### src/shared/fasb_consts.vh
// Offsets, field positions, reset values and timing counts of the alert bank.
`ifndef FASB_CONSTS_VH
`define FASB_CONSTS_VH

`define FASB_ADDR_SAFETY_ALERT_ONE 8'h03
`define FASB_ADDR_CELL_ALERT_SUMMARY 8'h04
`define FASB_ADDR_OVERVOLTAGE_ALERTS 8'h05

`define FASB_RST_SAFETY_ALERT_ONE 16'h0000
`define FASB_RST_CELL_ALERT_SUMMARY 16'h0000
`define FASB_RST_OVERVOLTAGE_ALERTS 16'h0000

`define FASB_BIT_OSC_PRIMARY 15
`define FASB_BIT_OSC_REDUNDANT 14
`define FASB_BIT_UPPER_SE 12
`define FASB_BIT_LOWER_SE 11
`define FASB_BIT_UPPER_SE_COPY 10
`define FASB_BIT_LOWER_SE_COPY 9
`define FASB_BIT_LDO3_UV 8
`define FASB_BIT_LDO2_UV 7
`define FASB_BIT_GND2_OPEN 6
`define FASB_BIT_BAL_SW 5
`define FASB_BIT_DIE_OT 4
`define FASB_BIT_HV_UV 3
`define FASB_BIT_GND3_OPEN 2
`define FASB_BIT_LDO1_UV 1
`define FASB_BIT_GND1_OPEN 0
`define FASB_BIT_AUX1 13
`define FASB_BIT_AUX0 12

`define FASB_CLK_PERIOD_NS 20
`define FASB_OSC_UPDATE_NS 61035
`define FASB_OSC_UPDATE_CYC (`FASB_OSC_UPDATE_NS / `FASB_CLK_PERIOD_NS)

`endif

### src/design/fasb_bank.v
// Fault and alert status bank: latched safety alerts, cell and aux summaries.
`timescale 1ns/1ps
`include "fasb_consts.vh"

module fasb_bank #(
	parameter NCELL = 12,
	parameter OSC_UPDATE_CYC = `FASB_OSC_UPDATE_CYC
) (
	// Clock and reset.
	input wire clk,
	input wire arst_n,
	// Register access port.
	input wire [7:0] reg_addr,
	input wire reg_wr,
	input wire reg_rd,
	input wire [15:0] reg_wdata,
	output reg [15:0] reg_rdata,
	output reg reg_rvalid,
	// Power-on alert held in the main status register.
	input wire power_on_alert,
	// Analog and communication fault sources.
	input wire osc_freq_err,
	input wire upper_rx_single_ended,
	input wire lower_rx_single_ended,
	input wire [2:0] ldo_undervolt,
	input wire [2:0] gnd_open,
	input wire hv_supply_undervolt,
	input wire die_overtemp,
	input wire diag_settle_short,
	input wire [NCELL-1:0] balance_switch_fault,
	// Acquisition results.
	input wire acq_done,
	input wire [NCELL-1:0] cell_over_cmp,
	input wire [NCELL-1:0] overvolt_alert_enable,
	input wire [NCELL-1:0] cell_undervolt,
	input wire [1:0] aux_cold_cmp,
	input wire [1:0] aux_hot,
	// Summaries for the main status register.
	output reg safety_alert_any,
	output reg overvolt_any
);

	reg rst_meta;
	reg rst_sync;
	reg [NCELL-1:0] cell_overvolt;
	reg [1:0] aux_cold;
	reg [NCELL-1:0] cell_alert;
	reg [1:0] aux_alert;
	reg [15:0] osc_cnt;
	reg osc_tick;
	reg bal_flag;
	reg [11:0] ov_cells;
	reg [11:0] sum_cells;
	reg [15:0] rd_mux;
	wire rst_n;
	wire wr_safety;
	wire gate_ok;
	wire osc_set;
	wire osc_fault_primary;
	wire osc_fault_redundant;
	wire se_upper;
	wire se_lower;
	wire upper_rx_single_ended_copy;
	wire lower_rx_single_ended_copy;
	wire ldo3_undervolt;
	wire ldo2_undervolt;
	wire ldo1_undervolt;
	wire gnd1_open;
	wire gnd2_open;
	wire gnd3_open;
	wire overtemp_alert;
	wire hv_alert;
	wire [15:0] safety_alert_one;
	wire [15:0] ov_word;
	wire [15:0] cell_word;

	// Reset release through two flip-flops.
	always @(posedge clk or negedge arst_n) begin
		if (!arst_n) begin
			rst_meta <= 1'b0;
			rst_sync <= 1'b0;
		end else begin
			rst_meta <= 1'b1;
			rst_sync <= rst_meta;
		end
	end
	assign rst_n = rst_sync;

	// Enable pulse at the rate of two slow-oscillator cycles.
	always @(posedge clk or negedge rst_n) begin
		if (!rst_n) begin
			osc_cnt <= 16'h0000;
			osc_tick <= 1'b0;
		end else if (osc_cnt == OSC_UPDATE_CYC[15:0] - 16'h0001) begin
			osc_cnt <= 16'h0000;
			osc_tick <= 1'b1;
		end else begin
			osc_cnt <= osc_cnt + 16'h0001;
			osc_tick <= 1'b0;
		end
	end

	assign wr_safety = reg_wr && (reg_addr == `FASB_ADDR_SAFETY_ALERT_ONE);
	assign gate_ok = !power_on_alert;
	assign osc_set = osc_tick && osc_freq_err;

	// Latched alerts: a zero written clears, a one written keeps the bit.
	fasb_alert_latch osc_primary_i (
		.clk(clk),
		.rst_n(rst_n),
		.set(osc_set),
		.wr_en(wr_safety),
		.wdata(reg_wdata[`FASB_BIT_OSC_PRIMARY]),
		.q(osc_fault_primary)
	);

	fasb_alert_latch osc_redundant_i (
		.clk(clk),
		.rst_n(rst_n),
		.set(osc_set),
		.wr_en(wr_safety),
		.wdata(reg_wdata[`FASB_BIT_OSC_REDUNDANT]),
		.q(osc_fault_redundant)
	);

	fasb_alert_latch ldo3_i (
		.clk(clk),
		.rst_n(rst_n),
		.set(gate_ok && ldo_undervolt[2]),
		.wr_en(wr_safety),
		.wdata(reg_wdata[`FASB_BIT_LDO3_UV]),
		.q(ldo3_undervolt)
	);

	fasb_alert_latch ldo2_i (
		.clk(clk),
		.rst_n(rst_n),
		.set(gate_ok && ldo_undervolt[1]),
		.wr_en(wr_safety),
		.wdata(reg_wdata[`FASB_BIT_LDO2_UV]),
		.q(ldo2_undervolt)
	);

	fasb_alert_latch gnd2_i (
		.clk(clk),
		.rst_n(rst_n),
		.set(gate_ok && gnd_open[1]),
		.wr_en(wr_safety),
		.wdata(reg_wdata[`FASB_BIT_GND2_OPEN]),
		.q(gnd2_open)
	);

	fasb_alert_latch overtemp_i (
		.clk(clk),
		.rst_n(rst_n),
		.set(die_overtemp || diag_settle_short),
		.wr_en(wr_safety),
		.wdata(reg_wdata[`FASB_BIT_DIE_OT]),
		.q(overtemp_alert)
	);

	fasb_alert_latch hv_i (
		.clk(clk),
		.rst_n(rst_n),
		.set(gate_ok && hv_supply_undervolt),
		.wr_en(wr_safety),
		.wdata(reg_wdata[`FASB_BIT_HV_UV]),
		.q(hv_alert)
	);

	fasb_alert_latch gnd3_i (
		.clk(clk),
		.rst_n(rst_n),
		.set(gate_ok && gnd_open[2]),
		.wr_en(wr_safety),
		.wdata(reg_wdata[`FASB_BIT_GND3_OPEN]),
		.q(gnd3_open)
	);

	fasb_alert_latch ldo1_i (
		.clk(clk),
		.rst_n(rst_n),
		.set(gate_ok && ldo_undervolt[0]),
		.wr_en(wr_safety),
		.wdata(reg_wdata[`FASB_BIT_LDO1_UV]),
		.q(ldo1_undervolt)
	);

	fasb_alert_latch gnd1_i (
		.clk(clk),
		.rst_n(rst_n),
		.set(gate_ok && gnd_open[0]),
		.wr_en(wr_safety),
		.wdata(reg_wdata[`FASB_BIT_GND1_OPEN]),
		.q(gnd1_open)
	);

	// Single-ended indications are read-only and hold until reset.
	fasb_alert_latch se_upper_i (
		.clk(clk),
		.rst_n(rst_n),
		.set(upper_rx_single_ended && gate_ok),
		.wr_en(1'b0),
		.wdata(1'b0),
		.q(se_upper)
	);

	fasb_alert_latch se_lower_i (
		.clk(clk),
		.rst_n(rst_n),
		.set(lower_rx_single_ended && gate_ok),
		.wr_en(1'b0),
		.wdata(1'b0),
		.q(se_lower)
	);

	fasb_alert_latch se_upper_copy_i (
		.clk(clk),
		.rst_n(rst_n),
		.set(upper_rx_single_ended),
		.wr_en(1'b0),
		.wdata(1'b0),
		.q(upper_rx_single_ended_copy)
	);

	fasb_alert_latch se_lower_copy_i (
		.clk(clk),
		.rst_n(rst_n),
		.set(lower_rx_single_ended),
		.wr_en(1'b0),
		.wdata(1'b0),
		.q(lower_rx_single_ended_copy)
	);

	// The balancing bit drops with the fault; a zero write cannot outlast it.
	always @(posedge clk or negedge rst_n) begin
		if (!rst_n)
			bal_flag <= 1'b0;
		else
			bal_flag <= |balance_switch_fault;
	end

	assign safety_alert_one = {osc_fault_primary, osc_fault_redundant, 1'b0,
		se_upper, se_lower, upper_rx_single_ended_copy,
		lower_rx_single_ended_copy, ldo3_undervolt, ldo2_undervolt, gnd2_open,
		bal_flag, overtemp_alert, hv_alert, gnd3_open, ldo1_undervolt,
		gnd1_open};

	// Overvoltage and cold alerts are rebuilt at each acquisition.
	always @(posedge clk or negedge rst_n) begin
		if (!rst_n) begin
			cell_overvolt <= {NCELL{1'b0}};
			aux_cold <= 2'b00;
		end else if (acq_done) begin
			cell_overvolt <= cell_over_cmp & overvolt_alert_enable;
			aux_cold <= aux_cold_cmp;
		end
	end

	// Summary bits follow the alert words one cycle later.
	always @(posedge clk or negedge rst_n) begin
		if (!rst_n) begin
			cell_alert <= {NCELL{1'b0}};
			aux_alert <= 2'b00;
		end else begin
			cell_alert <= cell_overvolt | cell_undervolt;
			aux_alert <= aux_cold | aux_hot;
		end
	end

	// Cells sit at bits 11..0; a smaller build leaves the top cells zero.
	always @* begin
		ov_cells = 12'h000;
		sum_cells = 12'h000;
		ov_cells[NCELL-1:0] = cell_overvolt;
		sum_cells[NCELL-1:0] = cell_alert;
	end

	assign ov_word = {2'b00, aux_cold, ov_cells};
	assign cell_word = {2'b00, aux_alert, sum_cells};

	always @* begin
		case (reg_addr)
		`FASB_ADDR_SAFETY_ALERT_ONE: rd_mux = safety_alert_one;
		`FASB_ADDR_CELL_ALERT_SUMMARY: rd_mux = cell_word;
		`FASB_ADDR_OVERVOLTAGE_ALERTS: rd_mux = ov_word;
		default: rd_mux = 16'h0000;
		endcase
	end

	// Read data and status summaries, all from flip-flops.
	always @(posedge clk or negedge rst_n) begin
		if (!rst_n) begin
			reg_rdata <= 16'h0000;
			reg_rvalid <= 1'b0;
			safety_alert_any <= 1'b0;
			overvolt_any <= 1'b0;
		end else begin
			reg_rvalid <= reg_rd;
			if (reg_rd)
				reg_rdata <= rd_mux;
			safety_alert_any <= |safety_alert_one;
			overvolt_any <= |ov_word;
		end
	end

endmodule // fasb_bank

module fasb_alert_latch (
	// Clock and reset.
	input wire clk,
	input wire rst_n,
	// Set request and host write.
	input wire set,
	input wire wr_en,
	input wire wdata,
	// Latched alert.
	output reg q
);

	// A set in the same cycle as a zero write wins over the clear.
	always @(posedge clk or negedge rst_n) begin
		if (!rst_n)
			q <= 1'b0;
		else if (set)
			q <= 1'b1;
		else if (wr_en && !wdata)
			q <= 1'b0;
	end

endmodule // fasb_alert_latch

### config.mk
export PLATFORM = sky130hd
export DESIGN_NAME = fasb_bank
export DESIGN_NICKNAME = d
export VERILOG_FILES = /design/src/design/fasb_bank.v
export VERILOG_INCLUDE_DIRS = /design/src /design/src/shared
export SDC_FILE = /design/constraint.sdc
export NUM_CORES = 1
export LEC_CHECK = 0
export BUFFER_PORTS_ARGS = -buffer_cell sky130_fd_sc_hd__buf_2
export CAP_MARGIN = 20
export CELL_PAD_IN_SITES_DETAIL_PLACEMENT = 0
export CELL_PAD_IN_SITES_GLOBAL_PLACEMENT = 1
export CORE_MARGIN = 10
export CORE_UTILIZATION = 41
export CTS_BUF_LIST = sky130_fd_sc_hd__clkbuf_4 sky130_fd_sc_hd__clkbuf_8 sky130_fd_sc_hd__clkbuf_16
export CTS_CLUSTER_SIZE = 25
export DETAILED_ROUTE_END_ITERATION = 8
export HOLD_SLACK_MARGIN = 0.02
export PLACE_DENSITY_LB_ADDON = 0.08
export RECOVER_POWER = 50
export REMOVE_ABC_BUFFERS = 1
export SLEW_MARGIN = 5
export SYNTH_ARGS = -nofsm -noshare
export SYNTH_HDL_FRONTEND = slang
export SYNTH_SLANG_ARGS = --single-unit
### constraint.sdc
create_clock -name clk -period 5.1 [get_ports clk]
set_clock_uncertainty 0.05 [all_clocks]
set_input_delay 1.02 -clock clk [delete_from_list [all_inputs] [get_ports clk]]
set_output_delay 1.02 -clock clk [all_outputs]
set_load 0.005 [all_outputs]
==> key figures <==
Run status
  – Status: finished, final reports clean

STA
  – Max Fclk: 0.4240 GHz
  – Pins over their slew limit: 0
  – Sum Neg Setup Slack: 0 ps
  – Slew headroom: 42.23%
  – RSZ-0062 raised after global routing: no
  – Post-route minimum period: 2358 ps
  – # setup viols final: 0
  – Final count of hold timing violations: 0
  – Slew @ Worst Pin: 866.6 ps
  – WHS: 305.6 ps
  – Fin crit share: 46.24%

Clock tree
  – CTS Root Cell: clkbuf_8
  – Postcts setup bufs: 0
  – CTS Hold Bufs: 0
  – Clk_lat worst skew: 350 ps
  – Total CTS buffers: 9
  – Post-CTS Resized: 0
  – CTS tree: done
  – Worst-path clk slew: 80 ps
  – CTS sink count: 81
  – H-tree depth: 3
  – Clock buffer depth: 2

Critical path
  – Worst EP arrival: 2600 ps
  – Critical Path Max Stage Delay: 570 ps
  – Crit-path max FO: 9
  – Worst path slowest cell: or4_4
  – Required @ worst endpoint: 5340 ps
  – CP Launch Type: primary input
  – CP Class: in -> reg
  – Worst path cell trace: buf_2 > or4_4 > nor2_4 > and4_1 > a221o_1
  – Critical path endpoint category: register

Synth
  – Post-Syn Area: 0.003448 sq mm
  – Dominant cells by area after synthesis: dfrtp_1 59%, o21ai_0 4.5%, nand3_1 3.2%
  – Yosys reg bits: 81
  – EDFF count, synth: 0
  – Synth area leader: dfrtp_1
  – Post-synthesis cell count: 319
  – Ys Warns: 0
  – Main synth FF type: dfrtp_1
  – Synthesized area per cell: 10.81 sq um
  – Synth top area share: 58.78%
  – Async SR Flop Fraction: 100.0%
  – Yosys cell types: 40
  – Post-synthesis sequential area ratio: 58.78%

Pwr
  – Max IR drop VDD: 160.9 uV
  – Combinational power share: 6.4%
  – Clock power share: 46.3%
  – Sw frac: 20.96%
  – Cell Int Power: 1.133 mW
  – Sw power: 0.3005 mW
  – Static Leakage: 2.065 nW
  – Seq pwr share: 47.4%
  – PD cells: 327.2 mW/mm^2

Global route
  – Total grt overflow: 0
  – Number of global-route vias before repair: 3016
  – Total track usage: 14.78%
  – First-pass GRT wire length: 15210 microns
  – Initial antenna violation count: 0
  – Largest net degree at the start of global routing: 80

Finish
  – Syn-to-layout area delta: 27.03%
  – Layout Nets: 523
  – Share of cells above drive strength 1: 33.56%
  – Finished layout cell area: 0.004380 sq mm
  – ANT cells: 0
  – Commonest non-fill, non-tap cell in the layout: buf_2
  – Most frequent cells in the layout: 104 x buf_2, 81 x dfrtp_1, 31 x o21ai_0, 27 x inv_1, 22 x nand3_1

Floorplanning
  – Die H: 111.7 microns
  – Placeable Area: 0.008217 sq mm
  – Num rows: 33
  – Ports: 113
  – Die area: 0.01248 sq mm
  – Die W: 111.7 microns
  – Initial cell density of the core: 41.97%

Detailed routing
  – 1st-pass router iterations: 4
  – Post-route antenna net violation count: 0
  – Drt total wl: 9148 microns
  – Vias per inst: 5.102
  – Via count: 2740
  – Top routing layer in use: met4
  – WL met3: 502 microns
  – Mean routed wirelength per cell: 17.04 microns
  – Detailed Route Iter0 Violations: 110
  – Drt drc: 0
  – Routed met1 length: 4164 microns
  – Met2 WL: 4332 microns

Placed design
  – DP HPWL: 6816 microns
  – Port bufs: 106
  – GPL Wtd Cong: 0.7534
  – Post-DP Area: 0.004069 sq mm

Hold path
  – Hold Crit Class: reg -> async

Run
  – Maxcap violations: 0
layout make-up:
class | count | area, sq um
well taps | 105 | 131.4
repair buffers | 108 | 563.0
inverters | 27 | 101.3
flip-flops and latches | 81 | 2027
fillers | 771 | 3836
clock buffers | 9 | 123.9
clock inverters | 7 | 166.4
multi-input cells | 200 | 1267
cells in the mapped netlist (4+ instances only):
| cell | n |
|---|---|
| dfrtp_1 | 81 |
| o21ai_0 | 31 |
| inv_1 | 27 |
| nand3_1 | 22 |
| nand2_1 | 20 |
| nor2_1 | 18 |
| or2_2 | 16 |
| nand4_1 | 11 |
| nor4_1 | 11 |
| a221o_1 | 9 |
| a22oi_1 | 9 |
| xnor2_1 | 9 |
| clkbuf_1 | 7 |
| a22o_1 | 4 |
| and4_1 | 4 |
flip-flops by register name, summed over array words and instances, names as in the netlist, 2 cells and up:
signal / count
aux_alert: 2
aux_cold: 2
cell_alert: 12
cell_overvolt: 12
osc_cnt: 16
reg_rdata: 16
worst max-delay path: cells and delay by family:
kind / cells / cell delay (ps)
AOI/OAI and AO/OA: 1 / 220
and+or+nand+nor: 3 / 1240
buffers and inverters: 1 / 110
kinds of logic after synthesis:
| group | count (synthesis) | synth area share [%] |
|---|---|---|
| other | 1 | 0.1087 |
| AOI/OAI and AO/OA | 63 | 12.52 |
| xor gates and xnor gates | 12 | 3.048 |
| adders and majority gates | 2 | 0.7256 |
| DFF | 81 | 58.78 |
| buffers and inverters | 38 | 4.463 |
| muxes | 3 | 0.9796 |
| and+or+nand+nor | 119 | 19.38 |
final timing paths:
check / start / end / slack (ps) / depth (start not counted)
setup / recovery: reg_addr[3] / reg_rdata[4] / 2740 / 5
hold / removal: rst_n / reg_rvalid / 310 / 0
setup reg to reg: osc_cnt[0] / osc_cnt[9] / 3230 / 6
hold reg to reg: rst_n / reg_rvalid / 310 / 0
max in group asynchronous: rst_n / se_upper_i.q / 3910 / 1
min in group clk: rst_meta / rst_n / 310 / 0
metal layers:
layer	track usage [%]	vias to the layer above
met2	23.43	69
met3	4.133	13
met5	0	-
met1	18.70	1312
li1	-	1346
met4	5.656	0
power by group through the flow:
stage | Sequential, mW | Clock, mW | Combinational [mW]
2_1_floorplan | 0.692 | 0 | 0.0335
3_3_place_gp | 0.701 | 0 | 0.0796
3_5_place_dp | 0.702 | 0 | 0.0808
4_1_cts | 0.689 | 0.677 | 0.0814
5_1_grt | 0.682 | 0.709 | 0.105
6_report | 0.679 | 0.663 | 0.0911
metrics by stage:
stage	power (mW)	setup slack, ps	util [%]	std cells
after floorplan	0.7254	2627	-	308
after global placement	0.7809	2383	49.52	520
after detailed placement	0.7826	2364	49.52	520
after CTS	1.448	2722	53.05	536
after global routing	1.497	2602	53.31	537
final	1.433	2742	53.31	537
Note: power is estimated with default switching activity, not from simulation.
